File: config.mk
export PLATFORM = sky130hd
export DESIGN_NAME = sppc_top
export DESIGN_NICKNAME = d
export VERILOG_FILES = /design/src/verilog/sppc_top.v
export VERILOG_INCLUDE_DIRS = /design/src /design/src/include
export SDC_FILE = /design/constraint.sdc
export NUM_CORES = 1
export LEC_CHECK = 0
export ABC_AREA = 1
export BUFFER_PORTS_ARGS = -buffer_cell sky130_fd_sc_hd__buf_2
export CORE_MARGIN = 2
export CORE_UTILIZATION = 40
export CTS_CLUSTER_DIAMETER = 100
export DETAILED_ROUTE_END_ITERATION = 6
export HOLD_SLACK_MARGIN = 0.1
export PLACE_DENSITY_LB_ADDON = 0.2
export SYNTH_ARGS = -nofsm -noshare
export SYNTH_HDL_FRONTEND = slang
export SYNTH_SLANG_ARGS = --single-unit
File: constraint.sdc
create_clock -name clk_i -period 4.3 [get_ports clk_i]
set_clock_uncertainty 0.05 [all_clocks]
set_input_delay 0.645 -clock clk_i [delete_from_list [all_inputs] [get_ports clk_i]]
set_output_delay 0.645 -clock clk_i [all_outputs]
set_load 0.1 [all_outputs]
File: src/include/sppc_regs.vh
`ifndef SPPC_REGS_VH
`define SPPC_REGS_VH

// ----------------------------------------------------------------
// Register offsets (byte addresses)
// ----------------------------------------------------------------
`define SPPC_CTRL_OFS     4'h0
`define SPPC_STATUS_OFS   4'h4
`define SPPC_RXWORD_OFS   4'h8
`define SPPC_PERIOD_OFS   4'hc

// ----------------------------------------------------------------
// Control register fields
// ----------------------------------------------------------------
`define SPPC_CTRL_RX_RATE 0
`define SPPC_CTRL_TX_RATE 1
`define SPPC_CTRL_ALIGN   2
`define SPPC_CTRL_LOOP    3
`define SPPC_CTRL_FLOSS   4
`define SPPC_CTRL_W       5
`define SPPC_CTRL_RST     5'h00

// ----------------------------------------------------------------
// Status register fields
// ----------------------------------------------------------------
`define SPPC_ST_LOSS      0
`define SPPC_ST_FULL      1
`define SPPC_ST_EMPTY     2
`define SPPC_ST_OVF_LSB   8

// ----------------------------------------------------------------
// Line constants
// ----------------------------------------------------------------
`define SPPC_WORD_W       10
`define SPPC_BIT_MULT     20
`define SPPC_PAIRS_PER_PD 16'h000a
`define SPPC_ALL_ONES     10'h3ff
`define SPPC_LOS_CYCLES   64
`define SPPC_RBC_HALF     8

`endif

File: src/verilog/sppc_top.v
// Contract
// Rx rate low: one bit per pair, words presented only on clock A rising edge.
// Rx rate high: both bits per pair, words presented on A and B rises alternately.
// Alignment mode one: rx word changes with its clock edge, like transmit.
// While signal loss is flagged, every received word bit reads one.
// Loop enable high: serial output held static at ones.
// Serial input used, and serial output driven, only with loop enable low.
// Sender launches on both byte clock edges; window derived from both edges.
// Serial bit rate is twenty times the transmit byte clock rate; with Tx rate low the serializer sends ten bits per byte clock period.
// Two recovered byte clocks are kept in opposite phase.
// Host supplies the receive reference clock, differential or single-ended.
// Transmit bit zero is least significant and sent first.
// Received word holds one 10-bit character, bit zero received first.
// Loop enable high: own serial stream routed internally to the receiver.
// Tx rate low: word latched only on the byte clock falling edge.
// Received word stays stable until the next presenting clock edge.
`timescale 1ns/10ps
`include "sppc_regs.vh"

// ----------------------------------------------------------------
// Transmit word FIFO
// ----------------------------------------------------------------
module sppc_fifo #(
	parameter W  = 10,
	parameter D  = 4,
	parameter AW = 2
) (
	input  wire         clk_i,
	input  wire         rst_i,
	input  wire         ce_i,
	input  wire [W-1:0] in_data_i,
	input  wire         in_valid_i,
	output wire         in_ready_o,
	output wire [W-1:0] out_data_o,
	output wire         out_valid_o,
	input  wire         out_ready_i,
	output wire         full_o,
	output wire         empty_o
);
	reg [W-1:0] mem_q [0:D-1];
	reg [AW-1:0] wp_q;
	reg [AW-1:0] rp_q;
	reg [AW:0]   cnt_q;
	wire         push;
	wire         pop;

	assign full_o      = (cnt_q == D);
	assign empty_o     = (cnt_q == 0);
	assign in_ready_o  = ~full_o;
	assign out_valid_o = ~empty_o;
	assign out_data_o  = mem_q[rp_q];
	assign push        = in_valid_i & ~full_o;
	assign pop         = out_ready_i & ~empty_o;

	always @(posedge clk_i) begin
		if (rst_i) begin
			wp_q  <= {AW{1'b0}};
			rp_q  <= {AW{1'b0}};
			cnt_q <= {(AW+1){1'b0}};
		end else if (ce_i) begin
			if (push) begin
				mem_q[wp_q] <= in_data_i;
				wp_q        <= (wp_q == D-1) ? {AW{1'b0}} : wp_q + 1'b1;
			end
			if (pop)
				rp_q <= (rp_q == D-1) ? {AW{1'b0}} : rp_q + 1'b1;
			if (push & ~pop)
				cnt_q <= cnt_q + 1'b1;
			else if (pop & ~push)
				cnt_q <= cnt_q - 1'b1;
		end
	end
endmodule

// ----------------------------------------------------------------
// Parallel port control top
// ----------------------------------------------------------------
module sppc_top #(
	parameter LOS_CYCLES = `SPPC_LOS_CYCLES,
	parameter RBC_HALF   = `SPPC_RBC_HALF,
	parameter FIFO_DEPTH = 4
) (
	input  wire        clk_i,
	input  wire        rst_i,
	input  wire        ce_i,
	input  wire        wb_cyc_i,
	input  wire        wb_stb_i,
	input  wire        wb_we_i,
	input  wire [3:0]  wb_adr_i,
	input  wire [3:0]  wb_sel_i,
	input  wire [31:0] wb_dat_i,
	output reg  [31:0] wb_dat_o,
	output reg         wb_ack_o,
	input  wire        transmit_byte_clock_i,
	input  wire [9:0]  tx_data_i,
	output reg  [1:0]  serial_data_o,
	output reg         serial_toggle_o,
	output reg         serial_drive_o,
	input  wire [1:0]  serial_data_i,
	input  wire        serial_toggle_i,
	output reg  [9:0]  rx_data_o,
	output reg         recovered_clock_a_o,
	output reg         recovered_clock_b_o,
	output reg         input_signal_loss_flag_o
);
	// ------------------------------------------------------------
	// Control register and pin synchronisers
	// ------------------------------------------------------------
	reg [`SPPC_CTRL_W-1:0] ctrl_q;
	reg [7:0]  ovf_q;
	reg [15:0] period_q;
	reg [15:0] pcnt_q;
	reg [2:0]  tbc_q;
	reg [9:0]  txs1_q;
	reg [9:0]  txs2_q;
	reg [9:0]  txs3_q;
	reg [9:0]  txs4_q;
	reg [2:0]  rxs1_q;
	reg [2:0]  rxs2_q;
	reg        rxt_q;
	wire       rx_rate    = ctrl_q[`SPPC_CTRL_RX_RATE];
	wire       tx_rate    = ctrl_q[`SPPC_CTRL_TX_RATE];
	wire       align_mode = ctrl_q[`SPPC_CTRL_ALIGN];
	wire       loop_en    = ctrl_q[`SPPC_CTRL_LOOP];
	wire       tbc_rise   = tbc_q[1] & ~tbc_q[2];
	wire       tbc_fall   = ~tbc_q[1] & tbc_q[2];
	// Both edges at full rate, falling only at half rate
	wire       tx_take    = tx_rate ? (tbc_rise | tbc_fall) : tbc_fall;

	always @(posedge clk_i) begin
		if (rst_i) begin
			tbc_q    <= 3'h0;
			txs1_q   <= 10'h000;
			txs2_q   <= 10'h000;
			txs3_q   <= 10'h000;
			txs4_q   <= 10'h000;
			rxs1_q   <= 3'h0;
			rxs2_q   <= 3'h0;
			rxt_q    <= 1'b0;
			period_q <= 16'h0000;
			pcnt_q   <= 16'h0000;
		end else if (ce_i) begin
			tbc_q  <= {tbc_q[1:0], transmit_byte_clock_i};
			txs1_q <= tx_data_i;
			txs2_q <= txs1_q;
			txs3_q <= txs2_q;
			txs4_q <= txs3_q;
			rxs1_q <= {serial_toggle_i, serial_data_i};
			rxs2_q <= rxs1_q;
			rxt_q  <= rxs2_q[2];
			// Byte clock period in system cycles, used as bit-rate reference
			if (tbc_rise) begin
				period_q <= pcnt_q + 16'h0001;
				pcnt_q   <= 16'h0000;
			end else if (pcnt_q != 16'hffff) begin
				pcnt_q <= pcnt_q + 16'h0001;
			end
		end
	end

	// ------------------------------------------------------------
	// Transmit FIFO
	// ------------------------------------------------------------
	wire [9:0] ff_data;
	wire       ff_valid;
	wire       ff_ready;
	wire       ff_full;
	wire       ff_empty;
	wire       ff_in_ready;
	reg        sh_load;

	assign ff_ready = sh_load;

	sppc_fifo #(
		.W  (`SPPC_WORD_W),
		.D  (FIFO_DEPTH),
		.AW (2)
	) u_fifo (
		.clk_i       (clk_i),
		.rst_i       (rst_i),
		.ce_i        (ce_i),
		// Word launched before the edge sits mid-window in the oldest stage
		.in_data_i   (txs4_q),
		.in_valid_i  (tx_take),
		.in_ready_o  (ff_in_ready),
		.out_data_o  (ff_data),
		.out_valid_o (ff_valid),
		.out_ready_i (ff_ready),
		.full_o      (ff_full),
		.empty_o     (ff_empty)
	);

	// ------------------------------------------------------------
	// Serializer: ten pair strobes per byte clock period
	// ------------------------------------------------------------
	reg  [15:0] acc_q;
	reg  [9:0]  sh_q;
	reg  [3:0]  sh_left_q;
	reg  [1:0]  pair_q;
	reg         pair_stb_q;
	wire [15:0] acc_nx = acc_q + `SPPC_PAIRS_PER_PD;
	wire        bit_stb = (period_q != 16'h0000) && (acc_nx >= period_q);
	wire [3:0]  step   = tx_rate ? 4'h2 : 4'h1;

	always @* begin
		sh_load = bit_stb && (sh_left_q == 4'h0);
	end

	always @(posedge clk_i) begin
		if (rst_i) begin
			acc_q      <= 16'h0000;
			sh_q       <= `SPPC_ALL_ONES;
			sh_left_q  <= 4'h0;
			pair_q     <= 2'h3;
			pair_stb_q <= 1'b0;
		end else if (ce_i) begin
			acc_q      <= bit_stb ? acc_nx - period_q : acc_nx;
			pair_stb_q <= 1'b0;
			if (sh_load & ff_valid) begin
				// Bit zero leaves first
				pair_q     <= tx_rate ? ff_data[1:0] : {1'b1, ff_data[0]};
				sh_q       <= tx_rate ? {2'h3, ff_data[9:2]} : {1'b1, ff_data[9:1]};
				sh_left_q  <= 4'ha - step;
				pair_stb_q <= 1'b1;
			end else if (bit_stb && sh_left_q != 4'h0) begin
				pair_q     <= tx_rate ? sh_q[1:0] : {1'b1, sh_q[0]};
				sh_q       <= tx_rate ? {2'h3, sh_q[9:2]} : {1'b1, sh_q[9:1]};
				// Clamp so a rate change in mid-word cannot step past zero
				sh_left_q  <= (sh_left_q > step) ? sh_left_q - step : 4'h0;
				pair_stb_q <= 1'b1;
			end
		end
	end

	// ------------------------------------------------------------
	// Serial output pins
	// ------------------------------------------------------------
	always @(posedge clk_i) begin
		if (rst_i) begin
			serial_data_o   <= 2'h3;
			serial_toggle_o <= 1'b0;
			serial_drive_o  <= 1'b0;
		end else if (ce_i) begin
			serial_drive_o <= ~loop_en;
			if (loop_en) begin
				serial_data_o <= 2'h3;
			end else if (pair_stb_q) begin
				serial_data_o   <= pair_q;
				serial_toggle_o <= ~serial_toggle_o;
			end
		end
	end

	// ------------------------------------------------------------
	// Receive path: source select, loss detect, deserializer
	// ------------------------------------------------------------
	wire        ext_stb  = (rxs2_q[2] != rxt_q) & ~loop_en;
	wire        rx_stb   = loop_en ? pair_stb_q : ext_stb;
	wire [1:0]  rx_pair  = loop_en ? pair_q : rxs2_q[1:0];
	reg  [15:0] los_cnt_q;
	reg         loss_q;
	reg  [9:0]  des_q;
	reg  [3:0]  des_cnt_q;
	reg  [9:0]  pend_q;
	wire [3:0]  rstep    = rx_rate ? 4'h2 : 4'h1;
	wire [9:0]  des_nx   = rx_rate ? {rx_pair, des_q[9:2]} : {rx_pair[0], des_q[9:1]};

	always @(posedge clk_i) begin
		if (rst_i) begin
			los_cnt_q <= 16'h0000;
			loss_q    <= 1'b1;
			des_q     <= `SPPC_ALL_ONES;
			des_cnt_q <= 4'h0;
			pend_q    <= `SPPC_ALL_ONES;
		end else if (ce_i) begin
			if (rx_stb) begin
				los_cnt_q <= 16'h0000;
				loss_q    <= ctrl_q[`SPPC_CTRL_FLOSS];
			end else if (los_cnt_q == LOS_CYCLES - 1) begin
				loss_q <= 1'b1;
			end else begin
				los_cnt_q <= los_cnt_q + 16'h0001;
				loss_q    <= loss_q | ctrl_q[`SPPC_CTRL_FLOSS];
			end
			if (loss_q) begin
				des_cnt_q <= 4'h0;
			end
			if (rx_stb) begin
				// First bit received ends in bit zero
				des_q <= des_nx;
				if (des_cnt_q + rstep >= 4'ha) begin
					pend_q    <= des_nx;
					des_cnt_q <= 4'h0;
				end else begin
					des_cnt_q <= des_cnt_q + rstep;
				end
			end
		end
	end

	// ------------------------------------------------------------
	// Recovered byte clocks and word presentation
	// ------------------------------------------------------------
	reg  [7:0] rbc_cnt_q;
	reg        rbc_ph_q;
	wire       rbc_wrap = (rbc_cnt_q == RBC_HALF - 1);
	wire       rbc_mid  = (rbc_cnt_q == RBC_HALF / 2 - 1);
	// Next edge is a clock A rise while A is low
	wire       a_rises  = ~rbc_ph_q;
	wire       at_point = align_mode ? rbc_wrap : rbc_mid;
	wire       present  = at_point & (rx_rate | a_rises);

	always @(posedge clk_i) begin
		if (rst_i) begin
			rbc_cnt_q                <= 8'h00;
			rbc_ph_q                 <= 1'b0;
			recovered_clock_a_o      <= 1'b0;
			recovered_clock_b_o      <= 1'b1;
			rx_data_o                <= `SPPC_ALL_ONES;
			input_signal_loss_flag_o <= 1'b1;
		end else if (ce_i) begin
			rbc_cnt_q <= rbc_wrap ? 8'h00 : rbc_cnt_q + 8'h01;
			if (rbc_wrap) begin
				rbc_ph_q            <= ~rbc_ph_q;
				recovered_clock_a_o <= ~rbc_ph_q;
				recovered_clock_b_o <= rbc_ph_q;
			end
			input_signal_loss_flag_o <= loss_q;
			// Word moves at a presenting point, or to all ones on loss
			if (loss_q)
				rx_data_o <= `SPPC_ALL_ONES;
			else if (present)
				rx_data_o <= pend_q;
		end
	end

	// ------------------------------------------------------------
	// Wishbone slave
	// ------------------------------------------------------------
	wire       wb_req = wb_cyc_i & wb_stb_i & ~wb_ack_o;
	wire [3:0] wb_ofs = {wb_adr_i[3:2], 2'b00};

	always @(posedge clk_i) begin
		if (rst_i) begin
			ctrl_q   <= `SPPC_CTRL_RST;
			ovf_q    <= 8'h00;
			wb_ack_o <= 1'b0;
			wb_dat_o <= 32'h00000000;
		end else if (ce_i) begin
			wb_ack_o <= wb_req;
			if (tx_take & ~ff_in_ready & (ovf_q != 8'hff))
				ovf_q <= ovf_q + 8'h01;
			if (wb_req & wb_we_i & wb_sel_i[0] & (wb_ofs == `SPPC_CTRL_OFS))
				ctrl_q <= wb_dat_i[`SPPC_CTRL_W-1:0];
			// A word dropped in the clear cycle still counts
			if (wb_req & wb_we_i & wb_sel_i[1] & (wb_ofs == `SPPC_STATUS_OFS))
				ovf_q <= {7'h00, tx_take & ~ff_in_ready};
			if (wb_req & ~wb_we_i) begin
				case (wb_ofs)
					`SPPC_CTRL_OFS: wb_dat_o <= {27'h0, ctrl_q};
					`SPPC_STATUS_OFS: wb_dat_o <= {16'h0, ovf_q, 5'h0,
						ff_empty, ff_full, loss_q};
					`SPPC_RXWORD_OFS: wb_dat_o <= {22'h0, rx_data_o};
					`SPPC_PERIOD_OFS: wb_dat_o <= {16'h0, period_q};
					default: wb_dat_o <= 32'h00000000;
				endcase
			end
		end
	end
endmodule

==> impl_results.rst <==
.. list-table::
   :header-rows: 1

   * - Metric
     - Value
   * - Final nets
     - about 1,900
   * - FFs w/ async S/R, synth
     - 0%
   * - Setup Viol. Count Final
     - 0
   * - TritonCTS Sinks
     - about 260
   * - Initial core utilization
     - 40.8%
   * - Post-synthesis register bit count
     - 258
   * - Iteration count of the initial detailed-routing pass
     - 5
   * - Cells along the critical path
     - ha_1 -> nor2_1 -> nor3b_1 -> nand3_1 -> and2_1 -> ha_1 -> nand2_1 -> nor2_1 -> a21oi_4 -> nand2_8 -> nand3_2 -> ha_1 -> inv_1 -> fa_1 -> inv_1 -> a21oi_1 -> o21ai_0 -> o21ai_0 -> a21oi_1
   * - Crit path max-delay cell type
     - sky130_fd_sc_hd__nor3b_1
   * - Via count of the first global-routing pass
     - 10,700
   * - Vias/cell
     - 5.08
   * - Data required time at the worst endpoint
     - 4740 ps
   * - Static leakage
     - 6.38 nW
   * - Relative slew slack
     - 32.8%
   * - Root Buffer
     - sky130_fd_sc_hd__clkbuf_16
   * - Kind of end point of the critical path
     - flop
   * - Cells on Worst Hold Path
     - 3
   * - Area of the mapped netlist
     - 0.0129 mm²
   * - Drt total wl
     - approximately 32,000 µm
   * - Setup repair after global routing missed its margin
     - no
   * - CTS H-Tree Depth
     - 1
   * - DRC violation total after the first TritonRoute iteration
     - slightly below 700
   * - Register clock-pin slew on the reported worst setup and hold paths
     - ~60 ps
   * - Startpoint Class
     - flop
   * - Fraction of final layout cells sized beyond drive strength 1
     - between 8 and 9%
   * - Placeable core region
     - between 0.03 and 0.04 mm²
   * - GRT Resource Usage Total
     - roughly a fifth
   * - Shortest period the worst path allows
     - around 3700 ps
   * - Worst-path maximum fanout
     - 10
   * - Final weighted congestion in routability-driven placement
     - about 0.91
   * - Outcome
     - completed
   * - VDD IR max
     - around 0.00031 V
   * - Number of cell instances on the worst register-to-register path
     - 19
   * - Initial antenna violation count
     - 1
   * - TritonCTS Buffers
     - 30
   * - Post-cts repair resize count
     - 0
   * - Total die area
     - 0.0337 mm²
   * - Max Cap Violations
     - 0
   * - CTS tree
     - yes
   * - Kind of path behind the tightest hold check
     - in -> reg
   * - Worst-Skew Late Latency
     - between 500 and 600 ps
   * - Hold-fix buffers, CTS
     - 0
   * - Fmax
     - around 0.27 GHz
   * - Y dimension of the die
     - around 180 µm
   * - Detail Route Antenna Nets
     - 0
   * - Cell mode on critical path
     - sky130_fd_sc_hd__ha_1
   * - Sequential-to-total area share from yosys stat
     - 43.1%
   * - Commonest register cell after synthesis
     - sky130_fd_sc_hd__dfxtp_1
   * - Number of vias in the routed layout
     - about 11,000
   * - Num ports
     - 110
   * - Total grt overflow
     - 0
   * - Estimated wirelength of the detail-placed design
     - 22,800 µm
   * - Post-Place Worst Slack
     - around 630 ps
   * - Total of buffers placed on input and output ports
     - 62
   * - First-pass GRT wire length
     - approximately 54,000 µm
   * - Power density cells
     - between 500 and 600 mW/mm²
   * - Final cycle utilization of the critical path
     - a little under nine tenths
   * - Pin count of the biggest net entering global routing
     - 65
   * - Die width
     - around 180 µm
   * - Number of distinct library cells after synthesis
     - 52
   * - Worst Slack Setup Final
     - 588 ps
   * - Count of buffers added by post-CTS timing repair for setup
     - 0
   * - Number of synthesized flops with an enable pin
     - 40
   * - Number of standard cells in the layout, taps in and fillers out
     - roughly 2,200
   * - Count of synthesis-stage warnings from yosys
     - 0
   * - Number of rows in the core area
     - 65
   * - Actual slew at the worst max-slew pin
     - approximately 1000 ps
   * - Sum of negative setup slack
     - 0 ps
   * - Placed insts
     - roughly 2,200
   * - Wire length per cell
     - 14.6 µm
   * - Area Overhead vs Synth
     - 11.8%
   * - Total power
     - a little over 0.008 W
   * - Instance count of the mapped netlist
     - about 1,800
   * - DRC Markers
     - 0
   * - Final hold violation count
     - 0
   * - Average instance area after synthesis
     - roughly 7.3 µm²
   * - Startpoint-to-endpoint class of the critical path
     - reg -> reg
   * - Longest Clk Path Bufs
     - 3
   * - Pins Over Slew Limit
     - 0
   * - CP max stage delay
     - around 500 ps
   * - Arrival time reported for the critical path endpoint
     - 4150 ps
registers in the layout (all words and copies together) (netlist names), 9 cells and up, named ones only:
name	count
pcnt_q	16
u_fifo.mem_q	40
sh_q	9
acc_q	16
rx_data_o	10
pend_q	10
wb_dat_o	16
txs3_q	10
period_q	16
des_q	9
los_cnt_q	16
txs4_q	10
txs1_q	10
txs2_q	10
cells by family after synthesis:
| family | after synthesis | synth area share, % |
|---|---|---|
| AND/OR/NAND/NOR | 821 | 27.2 |
| AO/OA/AOI/OAI | 315 | 13.7 |
| buffers and inverters | 281 | 9.01 |
| flip-flops | 258 | 43.1 |
| XOR/XNOR | 46 | 3.12 |
| adder cells (fa/ha/maj) | 37 | 3.82 |
| other | 1 | 0.0291 |
synthesized netlist by cell type, drive strengths merged, types with 27 or more instances:
cell type / n / share of area [%]
nand2: 369 / 11
o21ai: 140 / 5.5
nor2: 240 / 7.1
ha: 33 / 3.2
buf: 37 / 1.9
a21oi: 111 / 4.4
edfxtp: 40 / 9.3
nand3: 147 / 5.8
xor2: 41 / 2.8
clkbuf: 55 / 1.6
inv: 186 / 5.4
dfxtp: 218 / 34
o211ai: 27 / 1.6
cell type report:
| class | count | area (µm²) |
|---|---|---|
| Sequential cell | 258 | 5570 |
| Tap cell | 402 | 503 |
| Clock inverter | 13 | 103 |
| Fill cell | 3152 | 17200 |
| Inverter | 189 | 712 |
| Antenna cell | 1 | 2.50 |
| Multi-Input combinational cell | 1235 | 6230 |
| Timing Repair Buffer | 84 | 478 |
| Clock buffer | 42 | 836 |
worst max-delay path, delay by kind of cell (launching register included):
kind	cells	cell delay, ps
AO/OA/AOI/OAI	5	620
buffers and inverters	2	130
adder cells (fa/ha/maj)	4	1050
flip-flops	1	370
AND/OR/NAND/NOR	8	1410
per-layer routing:
layer  global-route usage (%)  vias up  share of wire, %
met2                     32.5      205                46
met1                     26.0     5206                48
li1                         -     5821                 -
met5                        0        -                 0
met3                     2.63       58               4.0
met4                     5.63        0               2.2
per-stage QoR:
stage / cell area [µm²] / hold slack, ps / utilization (%)
detailed placement: 13500 / 396 / 42.6
finish: 14400 / 258 / 45.6
global placement: 13500 / 388 / 42.6
CTS: 14400 / 230 / 45.6
floorplan: 13000 / 374 / -
global route: 14400 / 252 / 45.6
worst paths after layout:
kind	start	endpoint	slack, ps
setup / recovery	acc_q[1]	u_fifo.cnt_q[2]	590
hold / removal	tx_data_i[8]	txs1_q[8]	260
setup reg to reg	acc_q[1]	u_fifo.cnt_q[2]	590
hold reg to reg	des_q[1]	des_q[1]	400
power by group:
part | switching (W) | internal (W)
registers | 0.000178 | 0.00267
logic | 0.00208 | 0.000997
clock network | 0.000987 | 0.00141
layout by cell type (no fill, tap or decap), types with 8 or more instances in the layout:
cell / instances
sky130_fd_sc_hd__o21ai_0: 132
sky130_fd_sc_hd__inv_1: 177
sky130_fd_sc_hd__nor3_1: 24
sky130_fd_sc_hd__nand3_1: 144
sky130_fd_sc_hd__edfxtp_1: 40
sky130_fd_sc_hd__xor2_1: 41
sky130_fd_sc_hd__buf_4: 23
sky130_fd_sc_hd__o211ai_1: 27
sky130_fd_sc_hd__clkinv_1: 8
sky130_fd_sc_hd__a21oi_1: 108
sky130_fd_sc_hd__conb_1: 16
sky130_fd_sc_hd__dfxtp_1: 218
sky130_fd_sc_hd__nor2_1: 236
sky130_fd_sc_hd__o22ai_1: 9
sky130_fd_sc_hd__a221oi_1: 10
sky130_fd_sc_hd__inv_2: 8
sky130_fd_sc_hd__clkbuf_1: 8
sky130_fd_sc_hd__clkbuf_16: 30
sky130_fd_sc_hd__buf_2: 61
sky130_fd_sc_hd__ha_1: 33
sky130_fd_sc_hd__nand2_1: 363
sky130_fd_sc_hd__nand4_1: 20
No activity file was read; power rests on OpenSTA's default activity.
